--- config.mk ---
export PLATFORM = sky130hd
export DESIGN_NAME = cmbsc_core
export DESIGN_NICKNAME = d
export VERILOG_FILES = /design/src/cmbsc_pkg.sv /design/src/cmbsc_addr_map.sv /design/src/cmbsc_core.sv /design/src/cmbsc_stack.sv
export VERILOG_INCLUDE_DIRS = /design/src
export SDC_FILE = /design/constraint.sdc
export NUM_CORES = 2
export LEC_CHECK = 0
export BUFFER_PORTS_ARGS = -buffer_cell sky130_fd_sc_hd__buf_2
export CAP_MARGIN = 30
export CORE_MARGIN = 5
export CORE_UTILIZATION = 30
export DETAILED_ROUTE_END_ITERATION = 10
export SYNTH_ARGS = -nofsm -noshare
export SYNTH_HDL_FRONTEND = slang
export SYNTH_SLANG_ARGS = --single-unit
--- constraint.sdc ---
create_clock -name ref_clk_in -period 10.6 [get_ports ref_clk_in]
set_clock_uncertainty 0.1 [all_clocks]
set_input_delay 3.18 -clock ref_clk_in [delete_from_list [all_inputs] [get_ports ref_clk_in]]
set_output_delay 3.18 -clock ref_clk_in [all_outputs]
set_load 0.02 [all_outputs]
--- src/cmbsc_cfg.svh ---
// Address map, reset values and encodings of the core memory and boot control.
`ifndef CMBSC_CFG_SVH
`define CMBSC_CFG_SVH
`define CMBSC_FLASH_TOP 16'h7FFF
`define CMBSC_ROM_BASE 16'h8000
`define CMBSC_ROM_TOP 16'h8FFF
`define CMBSC_PRAM_BASE 16'hA000
`define CMBSC_PRAM_TOP 16'hA3FF
`define CMBSC_DRAM_TOP 16'h03FF
`define CMBSC_DFLASH_BASE 16'h8000
`define CMBSC_KEY_SCAN_BASE 16'h8010
`define CMBSC_KEY_BASE 16'h0010
`define CMBSC_KEY_TOP 16'h001F
`define CMBSC_KEY_LAST_IDX 4'hF
`define CMBSC_ERASED_WORD 16'hFFFF
`define CMBSC_CLEAR_WORD 16'h0000
`define CMBSC_NOP_WORD 16'h0000
`define CMBSC_STACK_PTR_RESET 4'hF
`define CMBSC_LOCK_RESET 1'b1
`define CMBSC_IE_RESET 1'b0
`define CMBSC_MAP_RESET 2'h0
`define CMBSC_BOOT_RESET 2'h0
`define CMBSC_BOOT_JTAG 2'h0
`define CMBSC_BOOT_I2C 2'h1
`define CMBSC_LAST_MODULE 4'h5
`define CMBSC_PM_INC 2'h1
`define CMBSC_PM_DEC 2'h2
`define CMBSC_SYS_LOCK 4'h0
`define CMBSC_SYS_BOOT 4'h1
`define CMBSC_SYS_MAP 4'h2
`define CMBSC_SYS_IE 4'h3
`define CMBSC_SUB_SUBR_RETURN 4'h0
`define CMBSC_SUB_INT_RETURN 4'h1
`define CMBSC_SUB_PUSH 4'h2
`define CMBSC_SUB_POP 4'h3
`define CMBSC_SUB_POP_INT 4'h4
`define CMBSC_FL_PROG 4'h0
`define CMBSC_FL_ERASE 4'h1
`endif

--- src/cmbsc_pkg.sv ---
// Shared types of the core memory and boot control.
package cmbsc_pkg;
   typedef enum logic [3:0] {
      OP_NOP = 4'h0, OP_LOAD_IMM = 4'h1, OP_SEL_ACC = 4'h2, OP_ADD = 4'h3,
      OP_AND = 4'h4, OP_OR = 4'h5, OP_LOAD_DATA = 4'h6, OP_STORE_DATA = 4'h7,
      OP_SET_PTR = 4'h8, OP_JUMP = 4'h9, OP_CALL = 4'hA, OP_STACK = 4'hB,
      OP_SYS = 4'hC, OP_PERIPH_WR = 4'hD, OP_FLASH = 4'hE, OP_SPARE = 4'hF
   } cmbsc_op_type;
   typedef enum logic [1:0] {ST_SCAN = 2'b01, ST_RUN = 2'b10} cmbsc_state_type;
   typedef enum logic [1:0] {STK_HOLD = 2'h0, STK_PUSH = 2'h1, STK_POP = 2'h2} cmbsc_stk_type;
endpackage

--- src/cmbsc_addr_map.sv ---
// Program and data space decoders with cross-mapping of RAM and flash.
`timescale 1ns/1ps
`include "cmbsc_cfg.svh"
module cmbsc_addr_map
   import cmbsc_pkg::*;
(
   // Addresses and mapping controls
   input wire logic [15:0] prog_addr_in,
   input wire logic [15:0] data_addr_in,
   input wire logic ram_in_prog_in,
   input wire logic flash_in_data_in,
   // Memory read data
   input wire logic [15:0] prog_flash_in,
   input wire logic [15:0] prog_rom_in,
   input wire logic [15:0] prog_ram_in,
   input wire logic [15:0] data_ram_in,
   input wire logic [15:0] data_flash_in,
   // Selected words
   output logic [15:0] instr_out,
   output logic [15:0] rdata_out,
   output logic data_is_ram_out
);
   // Program and data addresses are decoded apart; register space never appears here.
   wire p_flash = prog_addr_in <= `CMBSC_FLASH_TOP;
   wire p_rom = prog_addr_in >= `CMBSC_ROM_BASE && prog_addr_in <= `CMBSC_ROM_TOP;
   wire p_ram = ram_in_prog_in && prog_addr_in >= `CMBSC_PRAM_BASE
      && prog_addr_in <= `CMBSC_PRAM_TOP;
   wire d_ram = data_addr_in <= `CMBSC_DRAM_TOP;
   wire d_flash = flash_in_data_in && data_addr_in >= `CMBSC_DFLASH_BASE;

   // Unmapped fetches execute as no-operation so a stray jump cannot run garbage.
   assign instr_out = p_flash ? prog_flash_in : p_rom ? prog_rom_in
      : p_ram ? prog_ram_in : `CMBSC_NOP_WORD;
   assign rdata_out = d_ram ? data_ram_in : d_flash ? data_flash_in : `CMBSC_CLEAR_WORD;
   assign data_is_ram_out = d_ram;
endmodule

--- src/cmbsc_core.sv ---
// Core fetch/execute, memory mapping, boot entry, key lock and boot source control.
`timescale 1ns/1ps
`include "cmbsc_cfg.svh"
module cmbsc_core
   import cmbsc_pkg::*;
#(
   parameter int NUM_ACC = 16,
   parameter int NUM_PTR = 3,
   parameter int KEY_WORDS = 16
) (
   // Clock and reset
   input wire logic ref_clk_in,
   input wire logic rst_in,
   // Program space read data
   input wire logic [15:0] prog_flash_in,
   input wire logic [15:0] prog_rom_in,
   input wire logic [15:0] prog_ram_in,
   // Data space read data
   input wire logic [15:0] data_ram_in,
   input wire logic [15:0] data_flash_in,
   // Interrupt request from the interrupt logic
   input wire logic int_req_in,
   input wire logic [15:0] int_vector_in,
   // Host pins, asynchronous to the core clock
   input wire logic host_req_in,
   input wire logic [1:0] host_if_in,
   input wire logic host_key_valid_in,
   input wire logic [15:0] host_key_word_in,
   // Program fetch
   output logic [15:0] pc_out,
   // Data space access
   output logic [15:0] data_addr_out,
   output logic data_wr_out,
   output logic [15:0] data_wr_addr_out,
   output logic [15:0] data_wdata_out,
   // Peripheral register modules
   output logic periph_wr_out,
   output logic [2:0] periph_module_out,
   output logic [4:0] periph_reg_out,
   output logic [15:0] periph_wdata_out,
   // Flash self programming
   output logic flash_prog_out,
   output logic flash_erase_out,
   output logic [15:0] flash_addr_out,
   output logic [15:0] flash_wdata_out,
   // Protection and boot source
   output logic protection_lock_bit_out,
   output logic [1:0] boot_source_select_out,
   output logic jtag_boot_sel_out,
   output logic i2c_boot_sel_out,
   output logic host_access_ok_out,
   output logic host_grant_out,
   output logic host_refused_out,
   // Core status
   output logic [3:0] stack_pointer_out,
   output logic int_ack_out,
   output logic core_running_out
);
   localparam int HOST_W = 20;

   cmbsc_state_type state;
   cmbsc_state_type next_state;
   cmbsc_op_type op;
   cmbsc_stk_type stk_op;
   logic [15:0] acc [NUM_ACC];
   logic [15:0] dp [NUM_PTR];
   logic [15:0] next_dp [NUM_PTR];
   logic [15:0] key [KEY_WORDS];
   logic [KEY_WORDS-1:0] key_ones;
   logic [KEY_WORDS-1:0] key_zero;
   logic [3:0] ap;
   logic [1:0] dsel;
   logic [1:0] next_dsel;
   logic [1:0] map_ctl;
   logic [1:0] next_map;
   logic [1:0] next_boot;
   logic ie;
   logic next_ie;
   logic next_lock;
   logic [3:0] scan_cnt;
   logic [3:0] key_idx;
   logic key_good;
   logic key_matched;
   logic [HOST_W-1:0] host_raw;
   logic [HOST_W-1:0] hs1;
   logic [HOST_W-1:0] hs2;
   logic [HOST_W-1:0] hs3;
   logic [HOST_W-1:0] hstable;
   logic req_prev;
   logic kv_prev;
   logic [15:0] instr;
   logic [15:0] rdata;
   logic [15:0] stk_rdata;
   logic [15:0] stk_wdata;
   logic [15:0] next_pc;
   logic [15:0] next_data_addr;
   logic [15:0] acc_wdata;
   logic data_is_ram;

   if (NUM_ACC != 16 || KEY_WORDS != 16 || NUM_PTR < 1 || NUM_PTR > 4) begin : g_param_check
      $error("cmbsc_core needs 16 accumulators, 16 key words and 1 to 4 pointers");
   end

   // Decode: opcode, register field and immediate sit in one fixed word.
   wire [3:0] fld = instr[11:8];
   wire [7:0] imm = instr[7:0];
   assign op = cmbsc_op_type'(instr[15:12]);
   wire run = (state == ST_RUN);
   wire take_int = run && ie && int_req_in;
   wire exec = run && !take_int;
   wire [15:0] acc_a = acc[ap];
   wire [15:0] acc_f = acc[fld];
   wire is_ld = exec && op == OP_LOAD_DATA;
   wire is_st = exec && op == OP_STORE_DATA;
   wire is_mem = is_ld || is_st;
   wire pm_inc = imm[1:0] == `CMBSC_PM_INC;
   wire pm_dec = imm[1:0] == `CMBSC_PM_DEC;
   wire is_setp = exec && op == OP_SET_PTR && fld < 4'(NUM_PTR);
   wire is_call = exec && op == OP_CALL;
   wire is_stk = exec && op == OP_STACK;
   wire is_sys = exec && op == OP_SYS;
   wire is_flash = exec && op == OP_FLASH;

   // Stack traffic: calls, pushes and interrupt entry push; returns and pops pop.
   wire do_push = take_int || is_call || (is_stk && fld == `CMBSC_SUB_PUSH);
   wire do_subr_ret = is_stk && fld == `CMBSC_SUB_SUBR_RETURN;
   wire do_int_ret = is_stk && fld == `CMBSC_SUB_INT_RETURN;
   wire do_pop_int = is_stk && fld == `CMBSC_SUB_POP_INT;
   wire do_pop_acc = do_pop_int || (is_stk && fld == `CMBSC_SUB_POP);
   wire do_pop = do_subr_ret || do_int_ret || do_pop_acc;
   assign stk_op = do_push ? STK_PUSH : do_pop ? STK_POP : STK_HOLD;
   wire [15:0] pc_inc = pc_out + 16'h0001;
   // An interrupt pushes the address of the instruction it displaced.
   assign stk_wdata = take_int ? pc_out : is_call ? pc_inc : acc_a;

   // Every executed word moves the counter in the same cycle; there is no pipeline.
   assign next_pc = !run ? pc_out
      : take_int ? int_vector_in
      : (is_call || (exec && op == OP_JUMP)) ? acc_a
      : (do_subr_ret || do_int_ret) ? stk_rdata
      : pc_inc;

   wire acc_we = do_pop_acc || (exec && (op == OP_LOAD_IMM || op == OP_ADD
      || op == OP_AND || op == OP_OR || op == OP_LOAD_DATA));
   assign acc_wdata = (op == OP_LOAD_IMM) ? {8'h00, imm}
      : (op == OP_ADD) ? acc_a + acc_f
      : (op == OP_AND) ? acc_a & acc_f
      : (op == OP_OR) ? acc_a | acc_f
      : (op == OP_LOAD_DATA) ? rdata
      : stk_rdata;
   wire [3:0] next_ap = (exec && op == OP_SEL_ACC) ? fld : ap;

   assign next_dsel = is_setp ? fld[1:0] : dsel;
   assign next_ie = take_int ? 1'b0
      : (do_int_ret || do_pop_int) ? 1'b1
      : (is_sys && fld == `CMBSC_SYS_IE) ? imm[0] : ie;
   assign next_lock = (is_sys && fld == `CMBSC_SYS_LOCK) ? imm[0] : protection_lock_bit_out;
   assign next_boot = (is_sys && fld == `CMBSC_SYS_BOOT) ? imm[1:0] : boot_source_select_out;
   assign next_map = (is_sys && fld == `CMBSC_SYS_MAP) ? imm[1:0] : map_ctl;

   // Firmware self-update goes through the flash controller outside this block.
   wire fl_prog = is_flash && fld == `CMBSC_FL_PROG;
   wire fl_erase = is_flash && fld == `CMBSC_FL_ERASE;
   wire [15:0] fl_addr = dp[dsel];
   wire fl_key = fl_addr >= `CMBSC_KEY_BASE && fl_addr <= `CMBSC_KEY_TOP;

   // Boot scan copies the flash key into a shadow before the first fetch.
   wire scan_last = (scan_cnt == `CMBSC_KEY_LAST_IDX);
   always_comb begin
      case (state)
         ST_SCAN: next_state = scan_last ? ST_RUN : ST_SCAN;
         ST_RUN: next_state = ST_RUN;
         default: next_state = ST_SCAN;
      endcase
   end
   assign next_data_addr = (next_state == ST_SCAN)
      ? `CMBSC_KEY_SCAN_BASE + {12'h000, scan_cnt + 4'h1}
      : next_dp[next_dsel];

   always_ff @(posedge ref_clk_in) begin
      if (rst_in) begin
         state <= ST_SCAN;
         scan_cnt <= 4'h0;
         pc_out <= `CMBSC_ROM_BASE;
         data_addr_out <= `CMBSC_KEY_SCAN_BASE;
      end else begin
         state <= next_state;
         scan_cnt <= (state == ST_SCAN) ? scan_cnt + 4'h1 : scan_cnt;
         pc_out <= next_pc;
         data_addr_out <= next_data_addr;
      end
   end

   always_ff @(posedge ref_clk_in) begin
      if (rst_in) begin
         ap <= 4'h0;
         dsel <= 2'h0;
         ie <= `CMBSC_IE_RESET;
         map_ctl <= `CMBSC_MAP_RESET;
         protection_lock_bit_out <= `CMBSC_LOCK_RESET;
         boot_source_select_out <= `CMBSC_BOOT_RESET;
      end else begin
         ap <= next_ap;
         dsel <= next_dsel;
         ie <= next_ie;
         map_ctl <= next_map;
         protection_lock_bit_out <= next_lock;
         boot_source_select_out <= next_boot;
      end
   end

   for (genvar i = 0; i < NUM_ACC; i++) begin : g_acc
      always_ff @(posedge ref_clk_in) begin
         if (rst_in) begin
            acc[i] <= `CMBSC_CLEAR_WORD;
         end else if (acc_we && ap == 4'(i)) begin
            acc[i] <= acc_wdata;
         end
      end
   end

   for (genvar j = 0; j < NUM_PTR; j++) begin : g_ptr
      wire sel_set = is_setp && fld[1:0] == 2'(j);
      wire sel_mod = is_mem && dsel == 2'(j);
      assign next_dp[j] = sel_set ? acc_a
         : (sel_mod && pm_inc) ? dp[j] + 16'h0001
         : (sel_mod && pm_dec) ? dp[j] - 16'h0001
         : dp[j];
      always_ff @(posedge ref_clk_in) begin
         if (rst_in) begin
            dp[j] <= `CMBSC_CLEAR_WORD;
         end else begin
            dp[j] <= next_dp[j];
         end
      end
   end

   for (genvar k = 0; k < KEY_WORDS; k++) begin : g_key
      assign key_ones[k] = (key[k] == `CMBSC_ERASED_WORD);
      assign key_zero[k] = (key[k] == `CMBSC_CLEAR_WORD);
      always_ff @(posedge ref_clk_in) begin
         if (rst_in) begin
            key[k] <= `CMBSC_ERASED_WORD;
         end else if (state == ST_SCAN && scan_cnt == 4'(k)) begin
            key[k] <= rdata;
         end else if (fl_erase) begin
            key[k] <= `CMBSC_ERASED_WORD;
         end else if (fl_prog && fl_key && fl_addr[3:0] == 4'(k)) begin
            key[k] <= acc_a;
         end
      end
   end

   // Host pins pass three flops; a bit counts once the last two agree.
   assign host_raw = {host_key_word_in, host_if_in, host_key_valid_in, host_req_in};
   always_ff @(posedge ref_clk_in) begin
      if (rst_in) begin
         hs1 <= '0;
         hs2 <= '0;
         hs3 <= '0;
         hstable <= '0;
         req_prev <= 1'b0;
         kv_prev <= 1'b0;
      end else begin
         hs1 <= host_raw;
         hs2 <= hs1;
         hs3 <= hs2;
         hstable <= (hs3 & ~(hs2 ^ hs3)) | (hstable & (hs2 ^ hs3));
         req_prev <= hstable[0];
         kv_prev <= hstable[1];
      end
   end
   wire [1:0] h_if = hstable[3:2];
   wire [15:0] h_word = hstable[19:4];
   wire if_ok = (h_if == boot_source_select_out);
   wire req_rise = hstable[0] && !req_prev;
   wire kv_rise = hstable[1] && !kv_prev && if_ok && run;
   wire word_ok = (h_word == key[key_idx]);
   wire key_blank = (&key_ones) || (&key_zero);
   // A cleared lock opens everything; otherwise a blank key or a matched key does.
   wire access_ok = !protection_lock_bit_out || key_blank || key_matched;
   wire grant = req_rise && run && if_ok && access_ok;

   // Key words are compared in order; a full pass with no mismatch unlocks.
   always_ff @(posedge ref_clk_in) begin
      if (rst_in) begin
         key_idx <= 4'h0;
         key_good <= 1'b1;
         key_matched <= 1'b0;
      end else if (kv_rise) begin
         key_idx <= key_idx + 4'h1;
         key_good <= (key_idx == `CMBSC_KEY_LAST_IDX) ? 1'b1 : key_good && word_ok;
         if (key_idx == `CMBSC_KEY_LAST_IDX) begin
            key_matched <= key_good && word_ok;
         end
      end
   end

   // Strobes are posted one cycle after the instruction; data fields are valid with them.
   always_ff @(posedge ref_clk_in) begin
      if (rst_in) begin
         data_wr_out <= 1'b0;
         data_wr_addr_out <= `CMBSC_CLEAR_WORD;
         data_wdata_out <= `CMBSC_CLEAR_WORD;
         periph_wr_out <= 1'b0;
         periph_module_out <= 3'h0;
         periph_reg_out <= 5'h00;
         periph_wdata_out <= `CMBSC_CLEAR_WORD;
         flash_prog_out <= 1'b0;
         flash_erase_out <= 1'b0;
         flash_addr_out <= `CMBSC_CLEAR_WORD;
         flash_wdata_out <= `CMBSC_CLEAR_WORD;
      end else begin
         data_wr_out <= is_st && data_is_ram;
         data_wr_addr_out <= data_addr_out;
         data_wdata_out <= acc_a;
         periph_wr_out <= exec && op == OP_PERIPH_WR && fld <= `CMBSC_LAST_MODULE;
         periph_module_out <= fld[2:0];
         periph_reg_out <= imm[4:0];
         periph_wdata_out <= acc_a;
         flash_prog_out <= fl_prog;
         flash_erase_out <= fl_erase;
         flash_addr_out <= fl_addr;
         flash_wdata_out <= acc_a;
      end
   end

   always_ff @(posedge ref_clk_in) begin
      if (rst_in) begin
         jtag_boot_sel_out <= 1'b1;
         i2c_boot_sel_out <= 1'b0;
         host_access_ok_out <= 1'b0;
         host_grant_out <= 1'b0;
         host_refused_out <= 1'b0;
         int_ack_out <= 1'b0;
         core_running_out <= 1'b0;
      end else begin
         jtag_boot_sel_out <= (next_boot == `CMBSC_BOOT_JTAG);
         i2c_boot_sel_out <= (next_boot == `CMBSC_BOOT_I2C);
         host_access_ok_out <= run && access_ok;
         host_grant_out <= grant;
         host_refused_out <= req_rise && if_ok && !grant;
         int_ack_out <= take_int;
         core_running_out <= (next_state == ST_RUN);
      end
   end

   cmbsc_addr_map u_map (
      .prog_addr_in(pc_out),
      .data_addr_in(data_addr_out),
      .ram_in_prog_in(map_ctl[0]),
      .flash_in_data_in(map_ctl[1] || state == ST_SCAN),
      .prog_flash_in(prog_flash_in),
      .prog_rom_in(prog_rom_in),
      .prog_ram_in(prog_ram_in),
      .data_ram_in(data_ram_in),
      .data_flash_in(data_flash_in),
      .instr_out(instr),
      .rdata_out(rdata),
      .data_is_ram_out(data_is_ram)
   );

   cmbsc_stack #(
      .DEPTH(16),
      .WIDTH(16)
   ) u_stack (
      .ref_clk_in(ref_clk_in),
      .rst_in(rst_in),
      .op_in(stk_op),
      .wdata_in(stk_wdata),
      .rdata_out(stk_rdata),
      .stack_pointer_out(stack_pointer_out)
   );
endmodule

--- src/cmbsc_stack.sv ---
// Sixteen-entry hardware stack with a wrapping four-bit pointer.
`timescale 1ns/1ps
`include "cmbsc_cfg.svh"
module cmbsc_stack
   import cmbsc_pkg::*;
#(
   parameter int DEPTH = 16,
   parameter int WIDTH = 16
) (
   // Clock and reset
   input wire logic ref_clk_in,
   input wire logic rst_in,
   // Stack request
   input wire cmbsc_stk_type op_in,
   input wire logic [WIDTH-1:0] wdata_in,
   // Stack state
   output logic [WIDTH-1:0] rdata_out,
   output logic [3:0] stack_pointer_out
);
   logic [WIDTH-1:0] entry [DEPTH];
   logic [3:0] next_sp;

   if (DEPTH != 16) begin : g_depth_check
      $error("cmbsc_stack serves exactly sixteen entries");
   end

   // The pointer simply wraps; software owns the depth budget.
   assign next_sp = (op_in == STK_PUSH) ? stack_pointer_out + 4'h1
      : (op_in == STK_POP) ? stack_pointer_out - 4'h1 : stack_pointer_out;
   assign rdata_out = entry[stack_pointer_out];

   always_ff @(posedge ref_clk_in) begin
      if (rst_in) begin
         stack_pointer_out <= `CMBSC_STACK_PTR_RESET;
      end else begin
         stack_pointer_out <= next_sp;
      end
   end

   for (genvar i = 0; i < DEPTH; i++) begin : g_entry
      always_ff @(posedge ref_clk_in) begin
         if (rst_in) begin
            entry[i] <= '0;
         end else if (op_in == STK_PUSH && next_sp == 4'(i)) begin
            entry[i] <= wdata_in;
         end
      end
   end
endmodule

# Word-level counts from Yosys, hierarchy flattened
# Memory sizes are Yosys's and may differ from the RTL's. A register that Yosys moved wholly into a read port is not among the register bits.
# Index checks and enable logic that the tools add are counted.
[classes]
addsub = 13
reduce_logical = 172
bitwise = 91
div_mod_pow = 0
shifts = 0
n_mux = 404
n_eq_ne = 110
magnitude_cmp = 12
n_mul = 0
[op_table]
columns = ["cell", "count"]
rows = [
  ["two-way mux 16 bit", 110],
  ["two-way mux 1 bit", 279],
  ["equality test 16 bit (second input constant)", 16],
  ["logical NOT 16 bit", 16],
  ["equality test 4 bit (second input constant)", 40],
  ["logical AND 1 bit", 121],
  ["equality test 4 x 3 -> 1 bit (second input constant)", 21],
  ["bitwise OR 1 bit", 83],
  ["adder 16 x 1 -> 16 bit (second input constant)", 4],
  ["equality test 4 x 2 -> 1 bit (second input constant)", 12],
  ["greater-or-equal comparator 16 bit (second input constant)", 3],
  ["subtractor 16 x 1 -> 16 bit (second input constant)", 3],
  ["AND 20 bit", 2],
  ["binary-select mux 16 bit (select 2 bit)", 1],
  ["less-or-equal comparator 16 bit (second input constant)", 2],
  ["AND reduction 16 bit", 2],
  ["two-way mux 4 bit", 7],
  ["equality test 4 x 1 -> 1 bit (second input constant)", 6],
  ["logical NOT 4 bit", 5],
  ["NOT 20 bit", 1],
  ["bitwise OR 20 bit", 1],
  ["XOR 20 bit", 1],
  ["logical OR 1 bit", 17],
  ["adder 16 bit", 1],
  ["24 further kinds", 48],
]
[word_totals]
rom_bits = 0
n_memories = 4
latch_bits = 0
ff_bits = 209
inputBits = 119
wordCells = 842
ramBits = 816
[mem_list]
columns = ["name", "depth", "width", "read_ports", "rd_ports_with_merged_regs", "write_ports", "line", "source"]
rows = [
  ["acc", 16, 16, 2, 1, 16, "cmbsc_core.sv:65", "logic [15:0] acc [NUM_ACC];"],
  ["key", 16, 16, 17, 1, 16, "cmbsc_core.sv:68", "logic [15:0] key [KEY_WORDS];"],
  ["u_stack.entry", 16, 16, 1, 1, 16, "cmbsc_stack.sv:20", "logic [WIDTH-1:0] entry [DEPTH];"],
  ["dp", 3, 16, 4, 1, 3, "cmbsc_core.sv:66", "logic [15:0] dp [NUM_PTR];"],
]

# Longest topological paths before layout
[logic_depth]
word_depth = 22
mapped_depth = 26

# Cells and area by module
# A second synthesis with hierarchy kept.
[hier_totals]
cells_unflattened = 4789
hier_area_um2 = 54721.2
[modules_own_cells]
columns = ["module", "cells_per_inst", "area_each_um2", "n_inst"]
rows = [
  ["cmbsc_core", 3891, 41197.0, 1],
  ["cmbsc_stack", 818, 12985.0, 1],
  ["cmbsc_addr_map", 80, 539.3, 1],
]

# Worst setup path before layout
# Ideal clock, no wire load.
[synth_path]
path_type = "input -> register"
from = "input prog_ram_in[9]"
to = "memory acc[0][14], data pin"
stages = 21
path_buffers = 4
arrival_time_ns = 7.646
path_slack_ns = 2.584
required_time_ns = 10.230
cell_sequence = "a32oi_1 a21o_1 clkbuf_1 clkbuf_1 clkbuf_1 a21oi_1 o211ai_1 o21a_1 ha_1 inv_1 fa_1 nor2b_1 o21ai_0 a21boi_0 o221ai_1 o21ai_0 a41o_1 a21oi_1 nor3_1 clkbuf_1 nor3_1"
[synth_lines]
columns = ["item", "line", "source"]
rows = [
  ["from (decl)", "cmbsc_core.sv:17", "input wire logic [15:0] prog_ram_in,"],
  ["to (decl)", "cmbsc_core.sv:65", ""],
]

==> metrics.md <==
| Metric | Value |
|---|---|
| Netlist cell types | 86 |
| Hold Vio Cnt, Final | 0 |
| Remaining DRCs | 0 |
| Worst reg2reg path startpoint | pc_out[12] |
| Synth cell count leaders | 1027 x nor2_1, 768 x edfxtp_1, 499 x nand2_1, 383 x a21oi_1, 308 x clkbuf_1 |
| Fin crit share | ~77% |
| Vias in the first global route | 42500 |
| Area of the core | between 150000 and 200000 um2 |
| Via count | approximately 44000 |
| Post-route ant nets | 0 |
| Final Net Count | approximately 5400 |
| Initial Util | roughly 30% |
| Die area | between 150000 and 200000 um2 |
| Cell depth of the worst setup path | 19 |
| Die X | roughly 430 um |
| Clk_lat worst skew | 0.78 ns |
| Area leader, netlist | edfxtp_1 |
| Final Max Tran Viols | 0 |
| Largest cells by area after synthesis | edfxtp_1 43%, dfxtp_1 9.9%, mux4_2 9.2% |
| WP data required | approximately 11 ns |
| Power Density | 152 nW/um2 |
| Hold Crit Class | flop to flop |
| Routability Congestion | 0.963 |
| WS Path Type | input pin to flop |
| Adder-Cell Fraction of Synth Area | between 1 and 1.5% |
| TritonCTS Buffers | ~120 |
| Least-Margin Pin Slew | approximately 1.1 ns |
| Gate power share | under 10% |
| Grt ovf | 0 |
| Proportion of layout cells with a drive suffix above 1 | a little under a fifth |
| Peak VDD IR | roughly 0.18 mV |
| Min-delay src | hs1[0] |
| YS warnings | 0 |
| Asr flop ratio synth | 0% |
| Post-synthesis compound-gate area fraction | 10.4% |
| Slowest-stage cell, CP | and3_4 |
| Worst rel slew slack | approximately 28% |
| CTS root buf | clkbuf_16 |
| Drt total wl | 208 mm |
| Peak Freq | around 0.12 GHz |
| Largest family of logic cells by synthesized area | simple AND/OR/NAND/NOR gates |
| Worst setup path startpoint | prog_rom_in[8] |
| Clk buf depth | 3 |
| Worst EP arrival | roughly 8.5 ns |
| Synthesized area | 53600 um2 |
| Seq pwr share | between 40% and 50% |
| Switch share | about a quarter |
| DP Area | 57900 um2 |
| Drt via density | approximately 5.7 |
| Initial DRC count | roughly 6100 |
| Mapped Avg Cell Area | around 10 um2 |
| Pre-CTS setup slack | around 1.5 ns |
| Pin count of the biggest net entering global routing | 67 |
| Post-Synthesis Cells | 5123 |
| Unrepaired setup endpoints after global routing | false |
| Largest stage delay, worst path | approximately 0.71 ns |
| Finished Layout Cells | ~7700 |
| I/O pin cnt | between 200 and 300 |
| Worst-path maximum fanout | 59 |
| CTS resizes | 0 |
| Overall routing resource usage | a little over a fifth |
| Seq/Total Area, Yosys | between 50% and 60% |
| Hold WS | between 0.3 and 0.4 ns |
| DR top layer | met5 |
| Status | finished, final reports clean |
| Port Buffer Count | ~260 |
| Min-Delay Path Depth | 1 |
| Final setup fails | 0 |
| Pwr Total | roughly 9.4 mW |
| Buffers plus inverters on the worst setup path | 3 |
| Drt wl/cell | 27.1 um |
| Clock tree sinks | 1033 |
| Most used DFF post-synth | edfxtp_1 |
| Post-synthesis xor/xnor area fraction | approximately 1.5% |
| First drt pass iteration count | 8 |
| Hold Buf Count CTS | 0 |
| H-tree depth | 3 |
| Initial antenna violation count | 7 |
| FF+latch count, synth | 1033 |
| CTS clk-pin slew, worst paths | 0.07 ns |
| Internal power | around 7.0 mW |
| Lkg Pwr | between 20 and 25 nW |
| Post-CTS Repair Setup Buffers | 0 |
| Area grow syn2layout | 15.6% |
| Worst setup margin | 2.42 ns |
| Reg2Reg Depth | 19 |
| Placed cells | between 7000 and 8000 |
| CP startpoint kind | input pin |
| Setup TNS | 0 ns |
| Critical-path cell list | buf_2 > nand4_1 > and3_4 > buf_4 > nand2_1 > nand3_1 > a31oi_1 > mux2i_1 > inv_1 > ha_1 > a21o_1 > a21o_1 > a2111oi_0 > o31ai_1 > o31a_1 > nand3_1 > nor4bb_1 > o32a_1 > nor2_1 |
| Most common cell in the synthesized netlist | nor2_1 |
| Crit path max-delay family | compound AO/OA/AOI/OAI gates |
| Clock period minus worst slack | 8.18 ns |
| Mux cell area share after synthesis | 10.8% |
| Rows | about 160 |
| Finished Cell Area | around 62000 um2 |
| Routed wl met2 | 95.7 mm |
| Share of the synthesized area in the top cell type | between 40% and 50% |
| First-pass GRT wire length | about 300 mm |
| CTS tree | built |
| P_sw | about 2.4 mW |
| Crit. End Element | flop |
| Synth Net Count | about 5300 |
| Max-cap violations | 0 |
| DP Wirelength | 142 mm |
| Wire length on met1 | approximately 75 mm |
| Simple-gate portion of the synthesized area | between 10% and 20% |
| Die H | 433 um |
| Core Util, Final | between 30% and 40% |
| EDFF count, synth | about 770 |
| Clock power share | between 40 and 50% |
| WL met3 | 21.6 mm |
## area by class of cell
class | count | area, um2
Antenna cell | 6 | 15.0
Multi-Input combinational cell | 3569 | 23500
Clock buffer | 152 | 3220
Timing Repair Buffer | 430 | 2840
Tap cell | 2355 | 2950
Clock inverter | 64 | 752
Fill cell | 17600 | 116000
Inverter | 73 | 275
Sequential cell | 1033 | 28400
## worst register-to-register path: cells and delay by family (launching register included)
kind                     cells  cell delay, ns
AO/OA/AOI/OAI                7            2.37
adder cells (fa/ha/maj)      1            0.30
multiplexers                 1            0.38
AND/OR/NAND/NOR              8            2.00
buffers and inverters        2            0.65
flip-flops                   1            0.63
## kinds of logic (layout without fill, tap and decap cells)
group                      count (synthesis)  in the layout
adders and majority gates                 50             50
other                                      0              6
buffers and inverters                    521            719
DFF                                     1033           1033
and+or+nand+nor                         2237           2237
muxes                                    301            301
AOI/OAI and AO/OA                        891            891
xor gates and xnor gates                  90             90
## registers in the layout, indices dropped and copies added (netlist names), 3 cells and up, named ones only
register / cells
key: 256
dp: 48
periph_reg_out: 5
acc: 256
flash_addr_out: 16
ap: 4
hs3: 20
u_stack.stack_pointer_out: 4
pc_out: 16
u_stack.entry: 256
scan_cnt: 4
hs2: 20
data_wr_addr_out: 16
periph_module_out: 3
data_addr_out: 16
key_idx: 4
flash_wdata_out: 16
hs1: 20
## worst paths after layout
path	end	slack, ns
worst max-delay path	acc[4][13]	2.42
worst min-delay path	hs2[0]	0.33
worst max register to register	acc[4][13]	3.84
worst min register to register	hs2[0]	0.33
## layout by cell type (no fill, tap or decap), types with 48 or more instances in the layout
| cell type | instances |
|---|---|
| nor2_1 | 1027 |
| ha_1 | 48 |
| and3_1 | 74 |
| nor4_1 | 96 |
| a21oi_1 | 383 |
| mux4_2 | 220 |
| nor3_1 | 61 |
| dfxtp_1 | 257 |
| xnor2_1 | 65 |
| nand3_1 | 141 |
| buf_2 | 257 |
| o21ai_0 | 104 |
| clkbuf_16 | 120 |
| mux2i_1 | 58 |
| buf_4 | 157 |
| edfxtp_1 | 768 |
| nand4_1 | 117 |
| nand2_1 | 499 |
| nor2b_1 | 93 |
| inv_1 | 72 |
## routing by layer
layer	track usage, %	up-vias
met5	0	-
met4	13.1	6
met3	4.69	683
met2	34.3	2821
met1	26.4	21600
li1	-	19000
## power groups by stage
stage / logic, mW / registers [mW] / clock network, mW
after floorplan: 0.424 / 4.55 / 0
after global placement: 0.752 / 4.56 / 0
after detailed placement: 0.761 / 4.56 / 0
after CTS: 0.763 / 4.48 / 4.22
after global routing: 0.810 / 4.49 / 4.38
final: 0.777 / 4.48 / 4.17
Power figures use the tool's default switching activity.
